File: src/mhcp_pkg.sv
// package: constants and carrier types of the motion host command port
package mhcp_pkg;
  // word widths
  localparam int DATA_W = 16;
  localparam int BUS_W = 32;
  localparam int ADDR_W = 3;
  localparam int BE_W = 4;
  // register word addresses
  localparam logic [ADDR_W-1:0] ADDR_DATA = 3'h0;
  localparam logic [ADDR_W-1:0] ADDR_STATUS = 3'h1;
  localparam logic [ADDR_W-1:0] ADDR_MOVE = 3'h2;
  localparam logic [ADDR_W-1:0] ADDR_ERROR = 3'h3;
  // communication status bit positions
  localparam int STATUS_W = 6;
  localparam int CSR_RX_READY = 0;
  localparam int CSR_RTS = 1;
  localparam int CSR_PKT_ERR = 2;
  localparam int CSR_ERR_MSG = 3;
  localparam int CSR_CMD_FULL = 4;
  localparam int CSR_STACK_FULL = 5;
  // queue and stack depths, axis count
  localparam int CMD_FIFO_DEPTH = 16;
  localparam int RET_FIFO_DEPTH = 26;
  localparam int ERR_STACK_DEPTH = 30;
  localparam int AXES = 6;
  // packet framing and command decoding
  localparam logic [15:0] PKT_TERMINATOR = 16'hA5A5;
  localparam logic [7:0] CMD_ID_NONE = 8'h00;
  localparam logic [7:0] RES_ID_NONE = 8'h00;
  localparam int STORE_BIT = 7;
  localparam logic [6:0] CMD_ID_MAX = 7'h5F;
  // error codes
  localparam logic [7:0] ERR_CODE_DATA = 8'h01;
  localparam logic [7:0] ERR_CODE_RET_FULL = 8'h02;
  // carriers
  typedef struct packed {
    logic [7:0] command_identifier;
    logic [7:0] resource_identifier;
    logic [15:0] data;
  } mhcp_cmd_t;
  typedef struct packed {
    logic [7:0] command_identifier;
    logic [7:0] resource_identifier;
    logic [7:0] code;
  } mhcp_err_t;
  typedef enum logic [0:0] {BUS_IDLE, BUS_ACK} mhcp_bus_t;
  typedef enum logic [1:0] {RX_IDENT, RX_DATA, RX_TERM} mhcp_rx_t;
endpackage : mhcp_pkg

File: src/mhcp_mem.sv
// file: small word memory with registered read data
`timescale 1ns/1ns
module mhcp_mem #(
  parameter int WIDTH = 16,
  parameter int DEPTH = 16,
  parameter int AW = $clog2(DEPTH)
) (
  // clock and reset
  input wire logic sys_clk,
  input wire logic reset,
  // write port
  input wire logic wr_en,
  input wire logic [AW-1:0] wr_addr,
  input wire logic [WIDTH-1:0] wr_data,
  // read port
  input wire logic [AW-1:0] rd_addr,
  output logic [WIDTH-1:0] rd_data
);
  logic [WIDTH-1:0] mem [DEPTH];

  // storage carries no reset, it is never read before written
  always_ff @(posedge sys_clk) begin
    if (wr_en) begin
      mem[wr_addr] <= wr_data;
    end
  end

  // read-during-write returns the old word
  always_ff @(posedge sys_clk or posedge reset) begin
    if (reset) begin
      rd_data <= '0;
    end else begin
      rd_data <= mem[rd_addr];
    end
  end
endmodule : mhcp_mem

File: src/mhcp_fifo.sv
// file: first-in-first-out queue over the small memory
`timescale 1ns/1ns
module mhcp_fifo #(
  parameter int WIDTH = 16,
  parameter int DEPTH = 26,
  parameter int CNT_W = $clog2(DEPTH + 1)
) (
  // clock and reset
  input wire logic sys_clk,
  input wire logic reset,
  // fill side
  input wire logic push,
  input wire logic [WIDTH-1:0] push_data,
  output logic full,
  // drain side
  input wire logic pop,
  output logic [WIDTH-1:0] head_data,
  output logic head_valid,
  output logic [CNT_W-1:0] count
);
  localparam int PTR_W = $clog2(DEPTH);
  localparam logic [CNT_W-1:0] CNT_FULL = CNT_W'(DEPTH);

  typedef struct packed {
    logic [PTR_W-1:0] wr_ptr;
    logic [PTR_W-1:0] rd_ptr;
    logic [CNT_W-1:0] count;
    logic valid;
  } mhcp_fifo_st_t;

  mhcp_fifo_st_t st_reg;
  mhcp_fifo_st_t st_next;
  logic do_push;
  logic do_pop;

  // wrap a pointer at the depth, which need not be a power of two
  function automatic logic [PTR_W-1:0] mhcp_ptr_inc(input logic [PTR_W-1:0] p);
    return (p == PTR_W'(DEPTH - 1)) ? '0 : p + 1'b1;
  endfunction : mhcp_ptr_inc

  // pointer and count update; head valid waits out the memory latency
  always_comb begin
    st_next = st_reg;
    do_push = push && (st_reg.count != CNT_FULL);
    do_pop = pop && st_reg.valid;
    if (do_push) begin
      st_next.wr_ptr = mhcp_ptr_inc(st_reg.wr_ptr);
    end
    if (do_pop) begin
      st_next.rd_ptr = mhcp_ptr_inc(st_reg.rd_ptr);
    end
    if (do_push && !do_pop) begin
      st_next.count = st_reg.count + 1'b1;
    end else if (!do_push && do_pop) begin
      st_next.count = st_reg.count - 1'b1;
    end
    // the word being written cannot be read back in the same edge
    st_next.valid = (st_next.count != '0) && !(do_push && (st_reg.count == CNT_W'(do_pop)));
  end

  always_ff @(posedge sys_clk or posedge reset) begin
    if (reset) begin
      st_reg <= '0;
    end else begin
      st_reg <= st_next;
    end
  end

  // read address looks ahead so the new head is ready one edge later
  mhcp_mem #(.WIDTH(WIDTH), .DEPTH(DEPTH), .AW(PTR_W)) u_mem (
    .sys_clk(sys_clk),
    .reset(reset),
    .wr_en(do_push),
    .wr_addr(st_reg.wr_ptr),
    .wr_data(push_data),
    .rd_addr(st_next.rd_ptr),
    .rd_data(head_data)
  );

  assign full = (st_reg.count == CNT_FULL);
  assign head_valid = st_reg.valid;
  assign count = st_reg.count;
endmodule : mhcp_fifo

File: src/mhcp_port.sv
// file: host command port top with bus slave, packet parser, queues and error stack
`timescale 1ns/1ns
module mhcp_port
  import mhcp_pkg::*;
#(
  parameter int N_AXES = AXES,
  parameter int CMD_DEPTH = CMD_FIFO_DEPTH,
  parameter int RET_DEPTH = RET_FIFO_DEPTH,
  parameter int ERR_DEPTH = ERR_STACK_DEPTH
) (
  // clock and reset
  input wire logic sys_clk,
  input wire logic reset,
  // avalon-mm register slave
  input wire logic [ADDR_W-1:0] avs_address,
  input wire logic avs_read,
  input wire logic avs_write,
  input wire logic [BE_W-1:0] avs_byteenable,
  input wire logic [BUS_W-1:0] avs_writedata,
  output logic [BUS_W-1:0] avs_readdata,
  output logic avs_waitrequest,
  // command hand-off to the executor
  output logic exec_valid,
  output mhcp_cmd_t exec_cmd,
  output logic exec_store,
  input wire logic exec_ready,
  // errors found by the executor
  input wire logic error_in_valid,
  input wire mhcp_err_t error_in_entry,
  // return words requested by host commands
  input wire logic return_valid,
  input wire logic [DATA_W-1:0] return_word,
  // axis completion levels
  input wire logic [N_AXES-1:0] move_done_in
);
  localparam int SP_W = $clog2(ERR_DEPTH + 1);
  localparam int MEM_AW = $clog2(ERR_DEPTH);
  localparam int CMD_CNT_W = $clog2(CMD_DEPTH + 1);
  localparam int RET_CNT_W = $clog2(RET_DEPTH + 1);
  localparam logic [SP_W-1:0] SP_FULL = SP_W'(ERR_DEPTH);
  localparam logic [SP_W-1:0] SP_ONE = SP_W'(1);
  localparam logic [SP_W-1:0] SP_TWO = SP_W'(2);

  typedef struct packed {
    mhcp_bus_t bus;
    logic waitreq;
    logic [BUS_W-1:0] rdata;
    mhcp_rx_t rx;
    logic [7:0] rx_cmd;
    logic [7:0] rx_res;
    logic [DATA_W-1:0] rx_data;
    logic pkt_err;
    logic ovf_pend;
    logic [SP_W-1:0] sp;
    mhcp_err_t top;
    mhcp_err_t pushed;
    logic just_pushed;
    logic [N_AXES-1:0] move_done;
    logic exec_valid;
    mhcp_cmd_t exec_cmd;
    logic exec_store;
  } mhcp_state_t;

  mhcp_state_t st_reg;
  mhcp_state_t st_next;

  // queue and stack wiring
  logic take;
  logic wr_lanes;
  logic clear_pkt;
  logic pkt_err_set;
  logic cmd_push;
  logic cmd_pop;
  logic cmd_full;
  logic cmd_head_valid;
  mhcp_cmd_t cmd_head;
  mhcp_cmd_t cmd_new;
  logic [CMD_CNT_W-1:0] cmd_count;
  logic ret_push;
  logic ret_pop;
  logic ret_full;
  logic ret_head_valid;
  logic [DATA_W-1:0] ret_head;
  logic [RET_CNT_W-1:0] ret_count;
  logic ovf;
  logic ovf_taken;
  logic stk_push;
  logic stk_pop;
  logic stk_wr;
  mhcp_err_t push_entry;
  mhcp_err_t stk_rdata;
  mhcp_err_t below;
  logic [STATUS_W-1:0] status_vec;

  // live status word; ready drops while the command queue is full
  always_comb begin
    status_vec = '0;
    status_vec[CSR_RX_READY] = !cmd_full;
    status_vec[CSR_RTS] = (ret_count != '0);
    status_vec[CSR_PKT_ERR] = st_reg.pkt_err;
    status_vec[CSR_ERR_MSG] = (st_reg.sp != '0) || st_reg.ovf_pend;
    status_vec[CSR_CMD_FULL] = cmd_full;
    status_vec[CSR_STACK_FULL] = (st_reg.sp == SP_FULL);
  end

  // bus, parser, dispatch and stack next state
  always_comb begin
    st_next = st_reg;
    st_next.bus = BUS_IDLE;
    st_next.waitreq = 1'b1;
    st_next.move_done = move_done_in;
    take = (st_reg.bus == BUS_IDLE) && (avs_read || avs_write);
    wr_lanes = (avs_byteenable[1:0] == 2'b11);
    clear_pkt = 1'b0;
    pkt_err_set = 1'b0;
    cmd_push = 1'b0;
    cmd_pop = 1'b0;
    ret_pop = 1'b0;
    stk_push = 1'b0;
    stk_pop = 1'b0;
    stk_wr = 1'b0;
    ovf_taken = 1'b0;
    push_entry = '0;
    cmd_new = '{command_identifier: st_reg.rx_cmd, resource_identifier: st_reg.rx_res, data: st_reg.rx_data};
    below = st_reg.just_pushed ? st_reg.pushed : stk_rdata;
    // every request is answered one cycle after it is taken
    if (take) begin
      st_next.bus = BUS_ACK;
      st_next.waitreq = 1'b0;
      st_next.rdata = '0;
      if (avs_read) begin
        case (avs_address)
          ADDR_DATA: begin
            // host pulls return words in arrival order
            if (ret_head_valid) begin
              st_next.rdata = {{(BUS_W - DATA_W){1'b0}}, ret_head};
              ret_pop = 1'b1;
            end
          end
          ADDR_STATUS: begin
            st_next.rdata = {{(BUS_W - STATUS_W){1'b0}}, status_vec};
            clear_pkt = 1'b1;
          end
          ADDR_MOVE: begin
            st_next.rdata = {{(BUS_W - N_AXES){1'b0}}, st_reg.move_done};
          end
          ADDR_ERROR: begin
            if (st_reg.sp != '0) begin
              st_next.rdata = {8'h00, st_reg.top};
              stk_pop = 1'b1;
            end
          end
          default: begin
            st_next.rdata = '0;
          end
        endcase
      end else if ((avs_address == ADDR_DATA) && wr_lanes) begin
        // framing: identifier, one data word, terminator
        case (st_reg.rx)
          RX_IDENT: begin
            if (avs_writedata[15:8] == CMD_ID_NONE) begin
              pkt_err_set = 1'b1;
            end else begin
              st_next.rx_cmd = avs_writedata[15:8];
              st_next.rx_res = avs_writedata[7:0];
              st_next.rx = RX_DATA;
            end
          end
          RX_DATA: begin
            st_next.rx_data = avs_writedata[DATA_W-1:0];
            st_next.rx = RX_TERM;
          end
          RX_TERM: begin
            st_next.rx = RX_IDENT;
            // a packet sent against a full queue is dropped as an error too
            if ((avs_writedata[DATA_W-1:0] == PKT_TERMINATOR) && !cmd_full) begin
              cmd_push = 1'b1;
            end else begin
              pkt_err_set = 1'b1;
            end
          end
          default: begin
            st_next.rx = RX_IDENT;
          end
        endcase
      end
    end
    // set wins over the clear that a status read makes
    st_next.pkt_err = pkt_err_set || (st_reg.pkt_err && !clear_pkt);

    // executor hand-off; errors have the stack before new commands
    if (st_reg.exec_valid && exec_ready) begin
      st_next.exec_valid = 1'b0;
    end
    if (error_in_valid) begin
      stk_push = 1'b1;
      push_entry = error_in_entry;
    end else if (st_reg.ovf_pend) begin
      stk_push = 1'b1;
      ovf_taken = 1'b1;
      push_entry = '{command_identifier: CMD_ID_NONE, resource_identifier: RES_ID_NONE, code: ERR_CODE_RET_FULL};
    end else if (cmd_head_valid && (!st_reg.exec_valid || exec_ready)) begin
      cmd_pop = 1'b1;
      if (cmd_head.command_identifier[6:0] > CMD_ID_MAX) begin
        stk_push = 1'b1;
        push_entry = '{command_identifier: cmd_head.command_identifier,
                       resource_identifier: cmd_head.resource_identifier, code: ERR_CODE_DATA};
      end else begin
        st_next.exec_valid = 1'b1;
        st_next.exec_cmd = cmd_head;
        st_next.exec_store = cmd_head.command_identifier[STORE_BIT];
      end
    end
    // overflow stays pending for as many cycles as an executor error has the stack
    st_next.ovf_pend = ovf || (st_reg.ovf_pend && !ovf_taken);

    // stack: top in a register, older entries in memory
    st_next.just_pushed = 1'b0;
    if (stk_push && stk_pop) begin
      st_next.top = push_entry;
    end else if (stk_push && (st_reg.sp != SP_FULL)) begin
      if (st_reg.sp != '0) begin
        stk_wr = 1'b1;
        st_next.pushed = st_reg.top;
        st_next.just_pushed = 1'b1;
      end
      st_next.top = push_entry;
      st_next.sp = st_reg.sp + 1'b1;
    end else if (stk_pop) begin
      st_next.top = (st_reg.sp > SP_ONE) ? below : '0;
      st_next.sp = st_reg.sp - 1'b1;
    end
  end

  // return words enter unless the queue is full
  assign ret_push = return_valid && !ret_full;
  assign ovf = return_valid && ret_full;

  // the single state register
  always_ff @(posedge sys_clk or posedge reset) begin
    if (reset) begin
      st_reg <= '0;
      st_reg.waitreq <= 1'b1;
    end else begin
      st_reg <= st_next;
    end
  end

  // command queue holds sixteen whole packets
  mhcp_fifo #(.WIDTH($bits(mhcp_cmd_t)), .DEPTH(CMD_DEPTH), .CNT_W(CMD_CNT_W)) u_cmd_fifo (
    .sys_clk(sys_clk),
    .reset(reset),
    .push(cmd_push),
    .push_data(cmd_new),
    .full(cmd_full),
    .pop(cmd_pop),
    .head_data(cmd_head),
    .head_valid(cmd_head_valid),
    .count(cmd_count)
  );

  // return queue may hold several return words left for later
  mhcp_fifo #(.WIDTH(DATA_W), .DEPTH(RET_DEPTH), .CNT_W(RET_CNT_W)) u_return_data_fifo (
    .sys_clk(sys_clk),
    .reset(reset),
    .push(ret_push),
    .push_data(return_word),
    .full(ret_full),
    .pop(ret_pop),
    .head_data(ret_head),
    .head_valid(ret_head_valid),
    .count(ret_count)
  );

  // entries below the top; old top goes to slot sp-1
  mhcp_mem #(.WIDTH($bits(mhcp_err_t)), .DEPTH(ERR_DEPTH), .AW(MEM_AW)) u_err_mem (
    .sys_clk(sys_clk),
    .reset(reset),
    .wr_en(stk_wr),
    .wr_addr(MEM_AW'(st_reg.sp - SP_ONE)),
    .wr_data(st_reg.top),
    .rd_addr(MEM_AW'(st_next.sp - SP_TWO)),
    .rd_data(stk_rdata)
  );

  assign avs_readdata = st_reg.rdata;
  assign avs_waitrequest = st_reg.waitreq;
  assign exec_valid = st_reg.exec_valid;
  assign exec_cmd = st_reg.exec_cmd;
  assign exec_store = st_reg.exec_store;
endmodule : mhcp_port

File: config.mk
export PLATFORM = sky130hd
export DESIGN_NAME = mhcp_port
export DESIGN_NICKNAME = d
export VERILOG_FILES = /design/src/mhcp_pkg.sv /design/src/mhcp_mem.sv /design/src/mhcp_fifo.sv /design/src/mhcp_port.sv
export SDC_FILE = /design/constraint.sdc
export NUM_CORES = 2
export LEC_CHECK = 0
export ABC_AREA = 1
export BUFFER_PORTS_ARGS = -buffer_cell sky130_fd_sc_hd__buf_4
export CORE_ASPECT_RATIO = 1.75
export CORE_MARGIN = 1
export CORE_UTILIZATION = 30
export DETAILED_ROUTE_END_ITERATION = 16
export PLACE_DENSITY = 0.42
export SLEW_MARGIN = 20
export SYNTH_ARGS = -nofsm -noshare
export SYNTH_HDL_FRONTEND = slang
export SYNTH_SLANG_ARGS = --single-unit
File: constraint.sdc
create_clock -name sys_clk -period 11.5 [get_ports sys_clk]
set_clock_uncertainty 0.2 [all_clocks]
set_input_delay 1.15 -clock sys_clk [delete_from_list [all_inputs] [get_ports sys_clk]]
set_output_delay 1.15 -clock sys_clk [all_outputs]
set_load 0.02 [all_outputs]
* Word level (Yosys, flattened, before mapping) *
Memory sizes are Yosys's and may differ from the RTL's. A register that Yosys moved wholly into a read port is not among the register bits.
Cells that the tools add are included.

word-level totals
  register bits after elaboration = 194
  latch bits = 0
  memory bits (writable) = 1648
  bits in read-only memories = 0
  bits of input ports = 92
  output and inout port bits = 67
  logic and storage cells = 204
  memories = 3

cells by class
  $add $sub $neg = 11
  multiply operators = 0
  div/mod/pow operators = 0
  magnitude comparators = 2
  equal/unequal tests = 20
  shifts and indexed selects = 0
  muxes and demuxes = 78
  bitwise gates (word level) = 7
  reduce and logical (&&, ||, !) cells = 52

memories
  memory                        words  bits a word  read ports  clocked after memory_dff  write ports  RTL line        RTL
  u_err_mem.mem                 30     24           1           1                         1            mhcp_mem.sv:19  logic [WIDTH-1:0] mem [DEPTH];
  u_cmd_fifo.u_mem.mem          16     32           1           1                         1            mhcp_mem.sv:19
  u_return_data_fifo.u_mem.mem  26     16           1           1                         1            mhcp_mem.sv:19

operator list
  operator              number
  $mux 34               6
  $mux 24               8
  $pmux 32 s4           1
  $mux 68               1
  $mux 29               2
  $mux 16               3
  $mux 1                42
  $mux 5                8
  $mux 32               1
  $add 5x1->5 const B   5
  $eq 5x5->1 const B    5
  $logic_and 1x1->1     23
  $reduce_bool 5->1     4
  $mux 18               1
  $eq 16x16->1 const B  1
  $ne 5x5->1 const B    3
  $sub 5x1->5 const B   3
  $mux 4                3
  $reduce_and 4->1      3
  $logic_not 1->1       11
  $eq 5x1->1            2
  $add 4x1->4 const B   2
  $eq 4x4->1 const B    2
  $logic_not 8->1       1
  17 further kinds      29

* Longest topological paths before layout *
  depth in word-level cells = 15
  gate-level depth with buffers = 22
  gate-level depth less buffers = 19

* Modules after synthesis *
A second synthesis with hierarchy kept.

second synthesis, totals
  cells, all modules = 7369
  area, all modules = 80423.4 um2

modules (own cells, without submodules)
  module                               instances  cells an instance  area an instance (um2)
  mhcp_mem (u_err_mem)                 1          2563               30037.6
  mhcp_mem (u_cmd_fifo.u_mem)          1          2121               22893.2
  mhcp_mem (u_return_data_fifo.u_mem)  1          1558               17670.7
  mhcp_port                            1          868                7726.2
  mhcp_fifo (u_return_data_fifo)       1          140                1109.8
  mhcp_fifo (u_cmd_fifo)               1          119                985.9

* Worst setup path before layout *
No wires, ideal clock.

  path type = input to register
  from = in avs_write
  to = mem u_cmd_fifo.u_mem.mem[11][0] in the netlist's numbering, enable pin
  arrival time = 3475 ps
  data required time = 10879 ps
  setup slack = 7403 ps
  cell stages on the path = 10
  path buffers = 0
  cells stage by stage = inv_1 -> nand2_2 -> nand2_1 -> inv_1 -> nand3_1 -> nor2_1 -> nand2_1 -> inv_1 -> nand2_1 -> nor2_1

on the way
  longest elaborated chain between the ends = 6

ends and longest elaborated chain
  item                          RTL line          RTL
  start: declaration            mhcp_port.sv:17   input wire logic avs_write,
  $logic_or 1x1->1              mhcp_port.sv:112  take = (st_reg.bus == BUS_IDLE) && (avs_read || avs_write);
  $logic_and 1x1->1             mhcp_port.sv:112
  $mux 1                        mhcp_port.sv:127  if (take) begin
  $logic_and 1x1->1             mhcp_fifo.sv:44   do_push = push && (st_reg.count != CNT_FULL);
  $mux 1                        mhcp_mem.sv:23    if (wr_en) begin
  $mux 1 (not written as such)  mhcp_mem.sv:24    mem[wr_addr] <= wr_data;
  end: declaration              mhcp_mem.sv:19

Every way passes these cells.

* Worst setup path in the final report *
  from = reg st_reg[89] in the netlist's numbering
  to = reg u_err_mem.rd_data[4] (read register of u_err_mem.mem)

on the way
  longest elaborated chain between the ends = 9
  elaborated cells between the ends (all ways) = 14

ends and longest elaborated chain
  item                      RTL line          RTL
  start: declaration        mhcp_port.sv:64   mhcp_state_t st_reg;
  start signal: assignment  mhcp_port.sv:245  st_reg <= st_next;
  $reduce_bool 5->1         mhcp_port.sv:148  if (st_reg.sp != '0) begin
  $mux 1                    mhcp_port.sv:148
  $mux 1                    mhcp_port.sv:132  case (avs_address)
  $mux 1                    mhcp_port.sv:131  if (avs_read) begin
  $mux 1                    mhcp_port.sv:127
  $mux 29                   mhcp_port.sv:229  end else if (stk_pop) begin
  $mux 29                   mhcp_port.sv:221  end else if (stk_push && (st_reg.sp != SP_FULL)) begin
  $mux 5 (*)                mhcp_port.sv:219  if (stk_push && stk_pop) begin
  $sub 5x2->5 (*)           mhcp_port.sv:282  .rd_addr(MEM_AW'(st_next.sp - SP_TWO)),
  end: declaration          mhcp_mem.sv:17    output logic [WIDTH-1:0] rd_data

Every way passes the cells marked *; elsewhere a longest branch is shown, timed or not. The select of a mux whose other input is x is not followed.
A chain may end at the register's enable or synchronous reset.

==> qor.txt <==
die width -> 394 um
Sink Count -> 1905
synth-to-layout area growth -> 13.3%
Mapped Avg Cell Area -> 11.1 um^2
most frequent cell after synthesis -> edfxtp_1
Initial Utilization -> 30.2%
grt ovf -> 0
crit path kind -> flop to flop
most frequent cells after synthesis -> edfxtp_1, nand2_1, inv_1
# rows -> 251
final cell count without fillers -> 10900
Comb pwr share -> 31.3%
Seq cells post-synth -> 1905
sequential share of the synthesized area -> 69.5%
min cycle time layout -> 7.15 ns
clock share of power -> 28.1%
RSZ-0062 raised after global routing -> no
Root Driver -> clkbuf_16
Max transition margin -> 22.0%
vias per cell -> 4.78
GPL Wtd Cong -> 0.794
Sw Share -> 37.4%
DR iter-0 viols -> 3815
Leak -> 35.1 nW
crit end category -> flop
dpl ws -> 3.77 ns
cell area after synthesis -> 0.0805 mm^2
I/O Buffers -> 132
Unique masters post-synth -> 51
Setup violations, final -> 0
Top Registers -> u_err_mem.mem (720), u_cmd_fifo.u_mem.mem (512), u_return_data_fifo.u_mem.mem (416)
final net count -> 7377
ratio of cells with drive above 1 in the final layout -> 8.92%
first-pass GRT wire length -> 367000 um
Required @ worst endpoint -> 12.06 ns
post-synthesis cell count -> 7256
Ports -> 159
DRC Markers -> 0
Min-Delay Path Class -> primary input to async pin
ranking of synthesized cells by area -> edfxtp_1, dfrtp_1, nand3_1
Setup Buffers After CTS -> 0
total of max-cap violations -> 0
Post-Place Cells -> 10600
Main synth FF type -> edfxtp_1
Largest Register -> u_err_mem.mem
asr flop ratio synth -> 13.5%
design area -> 0.0912 mm^2
post-route setup TNS -> 0 ns
slowest stage delay, CP -> 1.03 ns
Worst Setup SP -> st_reg[89]
core area -> 0.267 mm^2
DRT antenna net count -> 0
clock transition at the registers of the reported paths -> 0.07 ns
Die ar. -> 0.270 mm^2
vias in the first global route -> 51500
Max FO, Critical Path -> 78
Post-synth EDFFs -> 1648
YS warnings -> 0
Min Hold Slack -> 0.211 ns
Worst Max-Slew Pin Slew -> 1.16 ns
CP arrival -> 7.71 ns
dpl hpwl -> 146000 um
worst-path cell chain -> inv_2 > ha_1 > inv_1 > nor2_1 > a21oi_2 > nand2_1 > nand2_4 > nand3_1 > nand2_8 > ha_4 > clkinv_2 > buf_4 > nand3_1 > nand3_1 > nand2_1 > nand2_1 > nand2_1
sequential share of power -> 40.6%
Max Freq -> 140 MHz
Largest register FFs -> 720
cts bufs inserted -> 184
Max Transition Viols Final -> 0
switching power -> 7.96 mW
Vias -> 52300
Bufs on Longest Clock Path -> 4
area leader, netlist -> edfxtp_1
slack of the critical path -> 4.35 ns
reg2reg start -> st_reg[89]
TritonCTS clock tree -> built
Slowest-stage cell, CP -> ha_4
Die H -> 687 um
CTS H-tree depth -> 4
worst vdd ir -> 0.282 mV
Most common cell on crit path -> nand2_1
Final Hold Fails -> 0
DR pass1 iterations -> 6
Pint -> 13.3 mW
post-cts sizing count -> 0
fin crit share -> 62.1%
wire per inst -> 23.2 um
initial antenna violation count -> 6
pin count of the biggest net entering global routing -> 191
Overall Power -> 21.3 mW
Post-CTS Hold Fix Bufs -> 0
post-layout util -> 34.2%
status -> complete, no violations
power per cell area -> 233 mW/mm^2
Placement Cell Area -> 0.0855 mm^2
Routed WL -> 254000 um
top cell type's share of synthesized area -> 61.5%
kind of launch point of the worst setup path -> flop
Clock Latency Late Sink -> 0.83 ns
gr usage total -> 18.4%
## cell usage in the layout, fill, tap and decap left out, drive strengths merged, types with 6 or more instances in the layout
cell       n
nand4     15
ha        26
o221ai   124
o21ai    472
o22ai     15
nand2   1365
nand3   1034
mux2i     17
a21oi     17
xor2      15
a32o      10
clkinv    55
mux2      21
a221oi     6
clkbuf   268
or2       17
bufinv     8
nor3       7
edfxtp  1648
o211ai   120
conb       8
dfrtp    256
buf      267
nor2     516
inv     1071
## routing by layer
metal	global-route usage (%)	part of all wire, %
met1	22.6	41
met2	33.6	52
met3	2.16	4.0
met4	5.42	2.8
met5	0	0
## cell families (layout without fill, tap and decap cells)
group / count (synthesis) / count (layout) / share of synthesized area, %
mux: 38 / 38 / 0.505
simple gates: 2965 / 2965 / 15.7
buf+inv: 1533 / 1673 / 7.77
flops: 1905 / 1905 / 69.5
compound gates: 771 / 771 / 5.90
xor+xnor: 17 / 17 / 0.194
fa+ha+maj: 26 / 26 / 0.404
other cells: 1 / 11 / 0.00466
## layout make-up
class                      count  area [um^2]
fill                       26600       176000
sequential                  1905        55900
multi-input combinational   3825        18900
clock buffer                 268         5220
tap                         3542         4430
inverter                    1076         4060
timing repair buffer         267         2190
clock inverter                62          498
antenna                        3         7.51
## worst max-delay path, delay by kind of cell, from the launching register on
family | cells | cell delay, ns
and+or+nand+nor | 10 | 2.95
DFF | 1 | 0.52
AOI/OAI and AO/OA | 1 | 0.17
adders and majority gates | 2 | 1.25
buffers and inverters | 4 | 1.79
## power groups by stage
stage                     sequential, mW  clock (mW)  combinational (mW)
after floorplan                     8.63           0                4.15
after global placement              8.77           0                6.74
after detailed placement            8.78           0                6.81
after CTS                           8.63        6.13                6.83
after global routing                8.68        6.35                7.36
final                               8.63        5.97                6.65
## final timing paths
path / end / slack, ns / cells after the start
worst min register to register: exec_cmd[10] / 0.28 / 1
max in group asynchronous: st_reg[87] / 9.51 / 3
min in group sys_clk: st_reg[38] / 0.23 / 1
worst max-delay path: u_err_mem.rd_data[4] / 4.35 / 17
worst max register to register: u_err_mem.rd_data[4] / 4.35 / 17
worst min-delay path: avs_readdata[5] / 0.21 / 2
No activity file was read; power rests on OpenSTA's default activity.
